--- config.mk ---
export PLATFORM = sky130hd
export DESIGN_NAME = cbs_ctrl
export DESIGN_NICKNAME = d
export VERILOG_FILES = /design/src/rtl/cbs_pkg.sv /design/src/rtl/cbs_ctrl.sv
export SDC_FILE = /design/constraint.sdc
export NUM_CORES = 1
export LEC_CHECK = 0
export ABC_CLOCK_PERIOD_IN_PS = 18900
export BUFFER_PORTS_ARGS = -buffer_cell sky130_fd_sc_hd__buf_4
export CAP_MARGIN = 20
export CORE_MARGIN = 3
export CORE_UTILIZATION = 47
export CTS_CLUSTER_DIAMETER = 30
export DETAILED_ROUTE_END_ITERATION = 10
export PLACE_DENSITY = 0.61
export SYNTH_ARGS = -nofsm -noshare
export SYNTH_HDL_FRONTEND = slang
export SYNTH_SLANG_ARGS = --single-unit
--- constraint.sdc ---
create_clock -name clock -period 18.9 [get_ports clock]
set_clock_uncertainty 0.15 [all_clocks]
set_input_delay 0 -clock clock [delete_from_list [all_inputs] [get_ports clock]]
set_output_delay 0 -clock clock [all_outputs]
set_load 0.005 [all_outputs]
--- src/rtl/cbs_pkg.sv ---
package cbs_pkg;
  localparam int unsigned NUM_CHANNELS = 16;
  localparam int unsigned TIMER_WIDTH = 8;
  localparam int unsigned VOLT_WIDTH = 8;
  localparam int unsigned CLOCK_MHZ = 200;
  localparam int unsigned TICK_US = 1000;
  localparam int unsigned TICK_CYCLES = TICK_US * CLOCK_MHZ;

  // register byte offsets
  localparam logic [7:0] REG_CONTROL = 8'h00;
  localparam logic [7:0] REG_STOP_VOLTS = 8'h04;
  localparam logic [7:0] REG_MODULE_TIMER = 8'h08;
  localparam logic [7:0] REG_STATUS = 8'h0c;
  localparam logic [7:0] REG_REMAINING = 8'h10;
  localparam logic [7:0] REG_CHAN_BASE = 8'h40;

  // control register fields
  localparam int unsigned CTL_LAUNCH = 0;
  localparam int unsigned CTL_PAUSE = 1;
  localparam int unsigned CTL_FAULT_EN = 2;
  localparam int unsigned CTL_THERM_EN = 3;
  localparam int unsigned CTL_TIME_GO = 4;
  localparam int unsigned CTL_ACT_LO = 8;
  localparam int unsigned CTL_SEL_LO = 12;

  // status register fields
  localparam int unsigned ST_CB_RUN = 0;
  localparam int unsigned ST_CELL_BALANCE_COMPLETE = 1;
  localparam int unsigned ST_IN_PAUSE = 2;
  localparam int unsigned ST_FAULT = 3;
  localparam int unsigned ST_THERMAL = 4;
  localparam int unsigned ST_MODULE_RUNNING_FLAG = 5;
  localparam int unsigned ST_MODULE_COMPLETE_FLAG = 6;

  localparam logic [7:0] REMAIN_INVALID = 8'hff;
  localparam logic [1:0] ACT_SHUTDOWN = 2'h2;

  typedef enum logic [2:0] {
    CBS_IDLE = 3'b001,
    CBS_RUN = 3'b010,
    CBS_PAUSE = 3'b100
  } cbs_state_type;

  typedef struct packed {
    logic [NUM_CHANNELS-1:0] cell_below_stop;
    logic die_hot;
    logic therm_hot;
    logic fault;
    logic stack_below_stop;
    logic aux_running;
  } cbs_sense_type;

  typedef struct packed {
    logic psel;
    logic penable;
    logic pwrite;
    logic [7:0] paddr;
    logic [31:0] pwdata;
  } cbs_apb_req_type;
endpackage

--- src/rtl/cbs_ctrl.sv ---
`timescale 1ns/100ps
`default_nettype none
module cbs_ctrl #(
  parameter int unsigned NUM_CH = cbs_pkg::NUM_CHANNELS,
  parameter int unsigned TICK_LEN = cbs_pkg::TICK_CYCLES
) (
  input wire logic clock,
  input wire logic sys_rst,
  input wire cbs_pkg::cbs_apb_req_type apb_req,
  output logic [31:0] prdata,
  output logic pready,
  output logic pslverr,
  input wire cbs_pkg::cbs_sense_type sense_pins,
  output logic [NUM_CH-1:0] balance_switch,
  output logic gpio3_sink_out,
  output logic gpio3_sink_oe,
  output logic power_action_valid,
  output logic [1:0] power_action
);
  import cbs_pkg::*;

  // the 4-bit selects and the status word only serve sixteen channels
  if (NUM_CH != NUM_CHANNELS || TICK_LEN < 1) begin : g_bad_params
    $error("cbs_ctrl: unsupported parameter values");
  end

  //////////////////////////////////////////////////////////////////////////
  // input synchronisers
  cbs_sense_type sense_meta;
  cbs_sense_type sense;
  // only the second flop feeds logic; the first may go metastable

  always_ff @(posedge clock or posedge sys_rst) begin
    if (sys_rst) begin
      sense_meta <= '0;
      sense <= '0;
    end else begin
      sense_meta <= sense_pins;
      sense <= sense_meta;
    end
  end

  //////////////////////////////////////////////////////////////////////////
  // apb decode
  wire apb_setup = apb_req.psel && !apb_req.penable;
  wire apb_access = apb_req.psel && apb_req.penable;
  wire wr_strobe = apb_access && apb_req.pwrite;
  wire [7:0] addr = apb_req.paddr;
  wire [31:0] wdata = apb_req.pwdata;
  wire hit_ctl = addr == REG_CONTROL;
  wire hit_volt = addr == REG_STOP_VOLTS;
  wire hit_mod = addr == REG_MODULE_TIMER;
  wire hit_stat = addr == REG_STATUS;
  wire hit_rem = addr == REG_REMAINING;
  wire hit_chan = addr[7:6] == REG_CHAN_BASE[7:6] && addr[1:0] == 2'h0;
  wire [3:0] chan_idx = addr[5:2];
  wire hit_any = hit_ctl | hit_volt | hit_mod | hit_stat | hit_rem | hit_chan;

  logic fault_en;
  logic therm_en;
  logic [1:0] act_sel;
  logic [3:0] time_sel;
  logic [VOLT_WIDTH-1:0] stop_volts;
  logic [TIMER_WIDTH-1:0] module_setting;
  logic [TIMER_WIDTH-1:0] chan_setting [NUM_CH];

  wire ctl_wr = wr_strobe && hit_ctl;
  wire launch = ctl_wr && wdata[CTL_LAUNCH];
  wire pause_req = ctl_wr && wdata[CTL_PAUSE];
  wire time_go = ctl_wr && wdata[CTL_TIME_GO];

  always_ff @(posedge clock or posedge sys_rst) begin
    if (sys_rst) begin
      fault_en <= 1'b0;
      therm_en <= 1'b0;
      act_sel <= 2'h0;
      time_sel <= 4'h0;
      stop_volts <= '0;
      module_setting <= '0;
    end else if (wr_strobe) begin
      if (hit_ctl) begin
        fault_en <= wdata[CTL_FAULT_EN];
        therm_en <= wdata[CTL_THERM_EN];
        act_sel <= wdata[CTL_ACT_LO +: 2];
        time_sel <= wdata[CTL_SEL_LO +: 4];
      end
      if (hit_volt) begin
        stop_volts <= wdata[VOLT_WIDTH-1:0];
      end
      if (hit_mod) begin
        module_setting <= wdata[TIMER_WIDTH-1:0];
      end
    end
  end

  //////////////////////////////////////////////////////////////////////////
  // tick divider
  logic [31:0] tick_count;
  wire tick = tick_count == TICK_LEN - 1;

  always_ff @(posedge clock or posedge sys_rst) begin
    if (sys_rst) begin
      tick_count <= '0;
    end else if (tick) begin
      tick_count <= '0;
    end else begin
      tick_count <= tick_count + 32'h1;
    end
  end

  //////////////////////////////////////////////////////////////////////////
  // cell balancing sequencer
  cbs_state_type state;
  cbs_state_type next_state;
  logic [TIMER_WIDTH-1:0] chan_timer [NUM_CH];
  logic [NUM_CH-1:0] chan_active;
  logic [NUM_CH-1:0] chan_by_volts;
  logic cell_balance_complete;
  logic fault_flag;
  logic pause_flag;
  logic thermal_flag;
  logic host_pause;
  logic ever_valid;
  logic [TIMER_WIDTH-1:0] remaining;

  wire any_armed;
  wire [NUM_CH-1:0] armed;
  wire volt_stop_on = stop_volts != '0;
  wire running = state == CBS_RUN;
  wire paused = state == CBS_PAUSE;
  wire die_pause = sense.die_hot;
  wire therm_pause = therm_en && sense.therm_hot;
  wire any_pause = die_pause || therm_pause || host_pause;
  wire fault_hit = fault_en && sense.fault && !paused;
  wire cb_abort = running && fault_hit;

  genvar g;
  generate
    for (g = 0; g < NUM_CH; g++) begin : g_chan
      assign armed[g] = chan_setting[g] != '0;
      always_ff @(posedge clock or posedge sys_rst) begin
        if (sys_rst) begin
          chan_setting[g] <= '0;
        end else if (wr_strobe && hit_chan && chan_idx == 4'(g)) begin
          chan_setting[g] <= wdata[TIMER_WIDTH-1:0];
        end
      end
      always_ff @(posedge clock or posedge sys_rst) begin
        if (sys_rst) begin
          chan_timer[g] <= '0;
          chan_active[g] <= 1'b0;
          chan_by_volts[g] <= 1'b0;
        end else if (launch) begin
          chan_timer[g] <= chan_setting[g];
          chan_active[g] <= armed[g];
          chan_by_volts[g] <= 1'b0;
        end else if (cb_abort) begin
          chan_active[g] <= 1'b0;
        end else if (running && chan_active[g]) begin
          if (volt_stop_on && sense.cell_below_stop[g]) begin
            chan_active[g] <= 1'b0;
            chan_by_volts[g] <= 1'b1;
          end else if (chan_timer[g] == '0) begin
            chan_active[g] <= 1'b0;
          end else if (tick) begin
            chan_timer[g] <= chan_timer[g] - 1'b1;
          end
        end
      end
    end
  endgenerate

  assign any_armed = |armed;
  wire all_ended = chan_active == '0;

  always_comb begin
    next_state = state;
    case (state)
      CBS_IDLE: begin
        if (launch && any_armed) begin
          next_state = CBS_RUN;
        end
      end
      CBS_RUN: begin
        // a launch reloads the timers, so it outranks end and abort
        if (launch) begin
          if (!any_armed) begin
            next_state = CBS_IDLE;
          end
        end else if (cb_abort || all_ended) begin
          next_state = CBS_IDLE;
        end else if (any_pause) begin
          next_state = CBS_PAUSE;
        end
      end
      CBS_PAUSE: begin
        if (launch && !any_armed) begin
          next_state = CBS_IDLE;
        end else if (!any_pause) begin
          next_state = CBS_RUN;
        end
      end
      default: next_state = CBS_IDLE;
    endcase
  end

  wire finishing = running && !launch && !cb_abort && all_ended;

  always_ff @(posedge clock or posedge sys_rst) begin
    if (sys_rst) begin
      state <= CBS_IDLE;
      cell_balance_complete <= 1'b0;
      fault_flag <= 1'b0;
      pause_flag <= 1'b0;
      thermal_flag <= 1'b0;
      host_pause <= 1'b0;
      ever_valid <= 1'b0;
    end else begin
      state <= next_state;
      if (launch) begin
        cell_balance_complete <= 1'b0;
        fault_flag <= 1'b0;
        thermal_flag <= 1'b0;
        host_pause <= 1'b0;
        ever_valid <= any_armed;
      end else begin
        if (finishing) begin
          cell_balance_complete <= 1'b1;
        end
        if (cb_abort) begin
          fault_flag <= 1'b1;
        end
        if ((running || paused) && (die_pause || therm_pause)) begin
          thermal_flag <= 1'b1;
        end
        if (ctl_wr && (running || paused)) begin
          host_pause <= wdata[CTL_PAUSE];
        end
      end
      pause_flag <= next_state == CBS_PAUSE;
    end
  end

  //////////////////////////////////////////////////////////////////////////
  // remaining time readout
  // the latch uses the select written with the command, not the old one
  wire [TIMER_WIDTH-1:0] sel_time = chan_timer[wdata[CTL_SEL_LO +: 4]];

  always_ff @(posedge clock or posedge sys_rst) begin
    if (sys_rst) begin
      remaining <= REMAIN_INVALID;
    end else if (time_go) begin
      remaining <= ever_valid ? sel_time : REMAIN_INVALID;
    end
  end

  //////////////////////////////////////////////////////////////////////////
  // module balancing
  logic module_running_flag;
  logic module_complete_flag;
  logic [TIMER_WIDTH-1:0] mb_count;
  wire mb_volt_hit = sense.aux_running && sense.stack_below_stop;
  wire mb_expired = mb_count >= module_setting;

  always_ff @(posedge clock or posedge sys_rst) begin
    if (sys_rst) begin
      module_running_flag <= 1'b0;
      module_complete_flag <= 1'b0;
      mb_count <= '0;
    end else if (launch) begin
      module_running_flag <= module_setting != '0;
      module_complete_flag <= 1'b0;
      mb_count <= '0;
    end else if (module_running_flag) begin
      if (fault_en && sense.fault) begin
        module_running_flag <= 1'b0;
      end else if (mb_expired || mb_volt_hit) begin
        module_running_flag <= 1'b0;
        module_complete_flag <= 1'b1;
      end else if (tick) begin
        mb_count <= mb_count + 1'b1;
      end
    end
  end

  //////////////////////////////////////////////////////////////////////////
  // outputs
  logic mb_enabled_seen;
  logic action_sent;
  wire cb_settled = !ever_valid || cell_balance_complete;
  wire all_complete = cb_settled && (module_complete_flag || !mb_enabled_seen);

  always_ff @(posedge clock or posedge sys_rst) begin
    if (sys_rst) begin
      balance_switch <= '0;
      gpio3_sink_out <= 1'b0;
      gpio3_sink_oe <= 1'b0;
      power_action_valid <= 1'b0;
      power_action <= 2'h0;
      mb_enabled_seen <= 1'b0;
      action_sent <= 1'b0;
    end else begin
      balance_switch <= running ? chan_active : '0;
      gpio3_sink_out <= 1'b0;
      gpio3_sink_oe <= module_running_flag;
      power_action_valid <= 1'b0;
      if (launch) begin
        mb_enabled_seen <= module_setting != '0;
        action_sent <= 1'b0;
      end else if (!action_sent && (ever_valid || mb_enabled_seen)
                   && all_complete && !module_running_flag && !fault_flag) begin
        power_action_valid <= 1'b1;
        power_action <= act_sel;
        action_sent <= 1'b1;
      end
    end
  end

  //////////////////////////////////////////////////////////////////////////
  // apb read path
  // upper half tells which channels ended on the stop voltage
  wire [31:0] stat_word = {chan_by_volts, 9'h0, module_complete_flag, module_running_flag,
                           thermal_flag, fault_flag, pause_flag, cell_balance_complete,
                           running};
  wire [31:0] ctl_word = {16'h0, time_sel, 2'h0, act_sel, 4'h0,
                          therm_en, fault_en, host_pause, 1'b0};
  wire [31:0] rd_mux =
    hit_ctl ? ctl_word :
    hit_volt ? {24'h0, stop_volts} :
    hit_mod ? {24'h0, module_setting} :
    hit_stat ? stat_word :
    hit_rem ? {24'h0, remaining} :
    hit_chan ? {24'h0, chan_setting[chan_idx]} : 32'h0;

  always_ff @(posedge clock or posedge sys_rst) begin
    if (sys_rst) begin
      prdata <= 32'h0;
      pready <= 1'b0;
      pslverr <= 1'b0;
    end else begin
      pready <= apb_setup;
      pslverr <= apb_setup && !hit_any;
      prdata <= apb_setup ? rd_mux : 32'h0;
    end
  end
endmodule // cbs_ctrl
`default_nettype wire

==> results of run 1 <==
## synthesized netlist by cell type (all sizes together), types with 11 or more instances
cell type / count / share of area (%)
a21oi: 70 / 1.5
dfrtp: 458 / 49
ha: 42 / 2.3
nor3: 36 / 0.82
a31oi: 30 / 0.81
nor4b: 11 / 0.41
or4: 29 / 0.94
nand4: 53 / 1.5
o31ai: 14 / 0.45
nor2: 127 / 2.0
and2: 45 / 1.2
xnor2: 64 / 2.4
a21o: 16 / 0.52
mux4: 76 / 7.4
xor2: 66 / 2.5
nor4: 79 / 2.2
a211oi: 11 / 0.35
or3: 22 / 0.59
o21ai: 116 / 2.5
inv: 53 / 0.85
nand2: 190 / 3.1
and3: 18 / 0.48
mux2: 161 / 7.8
buf: 44 / 0.95
nand3: 65 / 1.5
clkbuf: 62 / 1.0
## sequential cells by signal, indices dropped and copies added (netlist names), 4 cells and up
register        count
sense_meta         21
prdata             30
tick_count         32
stop_volts          8
mb_count            8
chan_by_volts      16
chan_setting      128
module_setting      8
time_sel            4
balance_switch     16
remaining           8
chan_timer        128
sense              20
chan_active        16
## area by class of cell
class | instances | area [um^2]
multi-input combinational | 1450 | 10970
timing repair buffer | 197 | 1679
inverter | 53 | 206.4
sequential | 467 | 11700
clock inverter | 63 | 805.8
tap | 656 | 820.8
clock buffer | 137 | 3013
fill | 3916 | 19150
## report_power, final
part	leakage [nW]	internal, mW	switching, mW	total (mW)
sequential	5.90	1.02	0.0146	1.03
combinational	5.09	0.0463	0.0772	0.123
clock	1.85	1.33	0.600	1.93
total	12.8	2.39	0.692	3.08
## cells in the final DEF, fill, tap and decap left out, types with 16 or more instances in the layout
| cell type | count |
|---|---|
| nand4_1 | 52 |
| buf_4 | 121 |
| or4_1 | 29 |
| clkbuf_16 | 109 |
| nand2_1 | 189 |
| nor2_1 | 127 |
| clkbuf_8 | 18 |
| a31oi_1 | 30 |
| xnor2_1 | 64 |
| a21oi_1 | 70 |
| dfrtp_1 | 458 |
| and3_1 | 18 |
| o21ai_0 | 109 |
| ha_1 | 42 |
| a21o_1 | 16 |
| inv_1 | 52 |
| mux4_2 | 76 |
| nor4_1 | 75 |
| or3_1 | 22 |
| nor3_1 | 35 |
| xor2_1 | 66 |
| mux2_2 | 161 |
| dlygate4sd3_1 | 75 |
| and2_1 | 45 |
| clkinv_2 | 20 |
| nand3_1 | 63 |
## worst max-delay path: stages (launching register included)
cell	delay [ps]
dfrtp_1	370
ha_1	210
nand3_2	180
or4_1	970
nor4_4	860
buf_4	370
nand4_1	270
or4_1	490
a31oi_1	200
## cell families after synthesis
logic type / after synthesis
AOI/OAI and AO/OA: 317
xor gates and xnor gates: 130
adders and majority gates: 42
buffers and inverters: 159
DFF: 467
muxes: 244
other: 1
and+or+nand+nor: 714
## per-layer routing
| layer | part of all wire, % | global-route usage, % |
|---|---|---|
| met1 | 40 | 37.89 |
| met2 | 46 | 44.61 |
| met3 | 8.0 | 6.805 |
| met4 | 5.3 | 14.09 |
| met5 | 0 | 0 |
## per-stage QoR
| step | total power [mW] | hold WS (ps) | std cells |
|---|---|---|---|
| floorplan | 1.108 | -118.6 | 2076 |
| global placement | 1.154 | -40.85 | 2748 |
| detailed placement | 1.156 | -39.62 | 2748 |
| CTS | 3.098 | 10.12 | 3023 |
| global route | 3.170 | 53.06 | 3023 |
| finish | 3.081 | 44.66 | 3023 |
## worst paths after layout
check / to
worst max-delay path: chan_timer[68]$_DFFE_PP0P_
worst min-delay path: chan_timer[98]$_DFFE_PP0P_
max in group asynchronous: chan_by_volts[13]$_DFFE_PP0P_
min in group asynchronous: sense[12]$_DFF_PP0_
worst min register to register: sense[15]$_DFF_PP0_
worst max register to register: chan_timer[68]$_DFFE_PP0P_
## timing repair
action	in CTS	in global routing
gates resized for setup	0	0
hold buffers	75	0
endpoints found under the hold margin	309	0
==> results.py, run 1 <==
metrics = {
    "run_status": {
        "status": "completed",
    },
    "finish": {
        "fin_nets": 2384,
        "utilization_pct": 60.38,
        "area_growth_pct": 25.39,
        "postLayoutCellArea_um2": 29190,
        "n_antenna_cell": 0,
        "drive_gt1_share_pct": 24.71,
    },
    "clocking": {
        "htree_levels": 3,
        "cts_tree": "done",
        "cts_buffer_depth": 3,
        "clock_latency_ps": 650,
        "clk_pin_slew_worst_paths_ps": 50,
        "numCtsBuffers": 107,
        "root_buffer": "clkbuf_16",
        "cts.sinks": 467,
        "post_cts_buffers": 0,
    },
    "timing": {
        "max_freq_mhz": 238.9,
        "max_slew_margin_pct": 27.10,
        "period_needed_ps": 4186,
        "slew_viol_final": 0,
        "setup_ws_ps": 14710,
        "finalCritPeriodShare_pct": 22.15,
        "tns_ps": 0,
        "hold_violations": 0,
        "setup_viol_count_final": 0,
        "tightestPinTransition_ps": 1085,
        "grt_setup_unrepaired": "no",
    },
    "synthesis": {
        "synth_compound_area_share_pct": 8.443,
        "yosys.area_share.simple_pct": 15.91,
        "synth_top_flop_cell": "dfrtp_1",
        "yosysWarnings": 0,
        "async_flop_share_pct": 100.0,
        "syn_area_per_cell_um2": 11.23,
        "syn_inst": 2074,
        "synth_enable_flop_cells": 0,
        "yosysSeqAreaShare_pct": 50.24,
        "synth.distinct_cells": 61,
        "synthesis.area_um2": 23280,
        "synth.area.mux_share_pct": 15.44,
        "synth_fa_ha_area_share_pct": 2.257,
        "ys_ff_latch": 467,
        "synth_xor_xnor_area_share_pct": 4.891,
        "synth_top_family_by_area": "simple AND/OR/NAND/NOR gates",
    },
    "setup_path": {
        "critical_path_class": "register to register",
        "required_ps": 19290,
        "arrival_ps": 4570,
        "reg2regPathDepth": 8,
        "critPathLaunch": "tick_count[0]$_DFF_PP0_",
        "timing.rr.start": "tick_count[0]$_DFF_PP0_",
        "crit_fanout": 14,
        "start_kind": "register",
        "regToRegSetupSlack_ps": 14710,
        "cp-end-kind": "register",
    },
    "die": {
        "design.die.area_um2": 52240,
        "core_um2": 48350,
        "num_io_pins": 121,
        "die_h_um": 228.6,
        "fp.dieW_um": 228.6,
        "rows": 80,
        "initial_utilization_pct": 48.15,
    },
    "routing": {
        "ant_nets": 0,
        "drt-initial-drc-count": 1892,
        "drt-total-wl_um": 74880,
        "drtPass1Iterations": 5,
        "drc_errors": 0,
        "num_vias": 18369,
        "vias_per_cell": 6.076,
        "wl_per_cell_um": 24.77,
    },
    "pwr": {
        "p_per_area_nw_per_um2": 105.5,
        "vdd_drop_max_mv": 0.08725,
        "leakagePower_nw": 12.84,
    },
    "placed_design": {
        "place_ws_ps": 14820,
        "portBuffers": 99,
        "place_congestion": 0.9464,
        "place_hpwl_um": 50760,
        "place_area_um2": 24620,
    },
    "global_route": {
        "grt_pass1_wl_um": 114600,
        "grt_pass1_vias": 18545,
        "gr-total-overflow": 0,
        "grt_use_total_pct": 28.67,
        "antenna_found_initial": 3,
        "grt_max_degree": 158,
    },
    "worst_hold_path": {
        "hold_depth": 4,
        "min-delay-start": "apb_req[34]",
        "hold_class": "input pin to register",
    },
    "run": {
        "max-cap-violations": 0,
    },
}
Power figures use the tool's default switching activity.
==> run 2, diff against run 1 <==
--- a/config.mk
+++ b/config.mk
@@ -5,7 +5,7 @@
 export SDC_FILE = /design/constraint.sdc
 export NUM_CORES = 1
 export LEC_CHECK = 0
-export ABC_CLOCK_PERIOD_IN_PS = 18900
+export ABC_CLOCK_PERIOD_IN_PS = 4000
 export BUFFER_PORTS_ARGS = -buffer_cell sky130_fd_sc_hd__buf_4
 export CAP_MARGIN = 20
 export CORE_MARGIN = 3
==> constraint.sdc (replaced) <==
create_clock -name clock -period 4 [get_ports clock]
set_clock_uncertainty 0.15 [all_clocks]
set_input_delay 0 -clock clock [delete_from_list [all_inputs] [get_ports clock]]
set_output_delay 0 -clock clock [all_outputs]
set_load 0.005 [all_outputs]
==> run 2 against run 1 <==
- combinational power grew to 4.9 times the previous value
- die area did not move
- flip-flop and latch count is the same
- sequential power grew to 4.7 times the previous value
- sequential share of layout area decreased by 0.48 points
- via count increased by 0.70%
- global-route usage rose by 0.65 points
- core utilization increased by 0.73 points
- design area up 1.2%
- hold slack better by 120 ps
- total power rose to 4.8 times the previous value
- first-iteration DRC count is 4.1% lower
- largest cell class unchanged
==> results.py, run 2 (same netlist as run 1, synthesis figures left out) <==
metrics = {
    "placed_design": {
        "place_congestion": 0.9682,
        "place_hpwl_um": 52860,
        "portBuffers": 99,
    },
    "setup_path": {
        "crit_fanout": 8,
        "critical_path_class": "register to register",
        "timing.rr.start": "tick_count[0]$_DFF_PP0_",
        "arrival_ps": 3770,
        "cp-end-kind": "register",
        "rr_endpoint": "chan_timer[70]$_DFFE_PP0P_",
        "reg2regPathDepth": 9,
        "regToRegSetupSlack_ps": 630,
        "start_kind": "register",
        "critPathLaunch": "tick_count[0]$_DFF_PP0_",
        "required_ps": 4400,
    },
    "pwr": {
        "vdd_drop_max_mv": 0.3215,
        "p_per_area_nw_per_um2": 503.6,
        "p_sw_mw": 3.255,
        "combPwrFrac_pct": 4.0,
        "leakagePower_nw": 13.01,
        "pwr-share-clk_pct": 63.2,
        "sw_frac_of_total_pct": 21.87,
        "total_power_mw": 14.88,
        "cell_internal_pwr_mw": 11.63,
        "seq_power_share_pct": 32.7,
    },
    "die": {
        "core_um2": 48350,
        "design.die.area_um2": 52240,
        "die_h_um": 228.6,
        "num_io_pins": 121,
        "fp.dieW_um": 228.6,
        "initial_utilization_pct": 48.15,
        "rows": 80,
    },
    "run": {
        "max-cap-violations": 0,
    },
    "timing": {
        "tns_ps": 0,
        "max_slew_margin_pct": 35.93,
        "finalCritPeriodShare_pct": 84.34,
        "setup_viol_count_final": 0,
        "max_freq_mhz": 296.4,
        "grt_setup_unrepaired": "no",
        "hold_violations": 0,
        "period_needed_ps": 3374,
        "tightestPinTransition_ps": 952.3,
        "whs_ps": 162.9,
        "slew_viol_final": 0,
    },
    "worst_hold_path": {
        "hold_depth": 3,
        "hold_class": "input pin to register",
        "min_to": "time_sel[3]$_DFFE_PP0N_",
        "min-delay-start": "apb_req[15]",
    },
    "finish": {
        "regArea_um2": 11700,
        "drive_gt1_share_pct": 25.36,
        "multi_input_area_um2": 10970,
        "fin_nets": 2404,
        "final_common_cell": "dfrtp_1",
        "top_regs": "chan_setting (128), chan_timer (128), tick_count (32)",
        "utilization_pct": 61.12,
        "area_growth_pct": 26.91,
        "fillers": 3847,
        "layout_common_cells": "458 x dfrtp_1, 190 x nand2_1, 161 x mux2_2, 135 x buf_4, 127 x nor2_1",
    },
    "routing": {
        "wl_met2_um": 35610,
        "highest_layer": "met5",
        "drt-total-wl_um": 76260,
        "drt-initial-drc-count": 1815,
        "num_vias": 18498,
        "drc_errors": 0,
        "wl_met1_um": 30620,
        "vias_per_cell": 6.077,
        "wl_per_cell_um": 25.05,
        "dr_wl_met3_um": 5874,
        "drtPass1Iterations": 5,
        "ant_nets": 0,
    },
    "global_route": {
        "grt_max_degree": 132,
        "grt_pass1_vias": 18845,
        "grt_pass1_wl_um": 116800,
        "gr-total-overflow": 0,
        "grt_use_total_pct": 29.32,
        "antenna_found_initial": 5,
    },
    "clocking": {
        "root_buffer": "clkbuf_16",
        "ctsResizeCount": 0,
        "post_cts_buffers": 0,
        "cts_buffer_depth": 3,
        "cts.sinks": 467,
        "htree_levels": 3,
        "numCtsBuffers": 105,
        "cts_tree": "done",
        "clock_latency_ps": 650,
        "clk_pin_slew_worst_paths_ps": 40,
    },
    "run_status": {
        "status": "completed",
    },
}
[run 2: cell types whose count changed in the layout (fill, tap and decap cells not counted), sizes merged]
cell	change
clkbuf	-5
bufinv	+6
buf	+22
diode	+2
clkinv	+1
inv	-5
[run 2: timing repair]
action                                 4_1_cts  5_1_grt
endpoints found under the hold margin      531        0
hold buffers                                75        0
setup endpoints to repair                    0        0
[run 2: per-layer routing]
layer  global-route usage (%)  vias up
li1                         -     8092
met1                    38.61     9338
met2                    46.12      843
met3                    5.995      219
met4                    15.23        6
met5                        0        -
[run 2: power groups by stage]
stage	registers (mW)	logic [mW]	clock network (mW)
final	4.87	0.599	9.41
after floorplan	4.91	0.324	0
after global placement	4.94	0.528	0
after CTS	4.87	0.595	9.51
after global routing	4.87	0.641	9.78
after detailed placement	4.94	0.535	0
[run 2: worst max-delay path by stage]
stage                     cells past startpoint                         end
final                                         9  chan_timer[70]$_DFFE_PP0P_
after global routing                          9  chan_timer[70]$_DFFE_PP0P_
after CTS                                     9  chan_timer[70]$_DFFE_PP0P_
after detailed placement                      9  chan_timer[70]$_DFFE_PP0P_
after global placement                        9  chan_timer[70]$_DFFE_PP0P_
after floorplan                               1      act_sel[0]$_DFFE_PP0N_
[run 2: critical path, cell delays in order, from the launching register on]
cell     delay [ps]
dfrtp_1         380
ha_1            210
nand3_2         170
or4_1           690
buf_4           240
nor4_4          380
buf_4           230
nand4_1         200
or4_1           450
a31oi_1         170
[run 2: metrics by stage]
| step | worst slack, ps | area [um^2] | cells |
|---|---|---|---|
| 3_3_place_gp | 703.2 | 24860 | 2769 |
| 6_report | 626.4 | 29550 | 3044 |
| 2_1_floorplan | -2466 | 23290 | 2076 |
| 3_5_place_dp | 617.9 | 24860 | 2769 |
| 4_1_cts | 590.1 | 29540 | 3041 |
| 5_1_grt | 450.3 | 29540 | 3042 |
[run 2: area by class of cell]
type,instances,share of cell area [%]
clock inverter,65,3.210
inverter,53,0.6860
clock buffer,132,10.07
antenna,2,0.01694
tap,656,2.778
timing repair buffer,219,6.530
multi-input combinational,1450,37.12
sequential,467,39.59
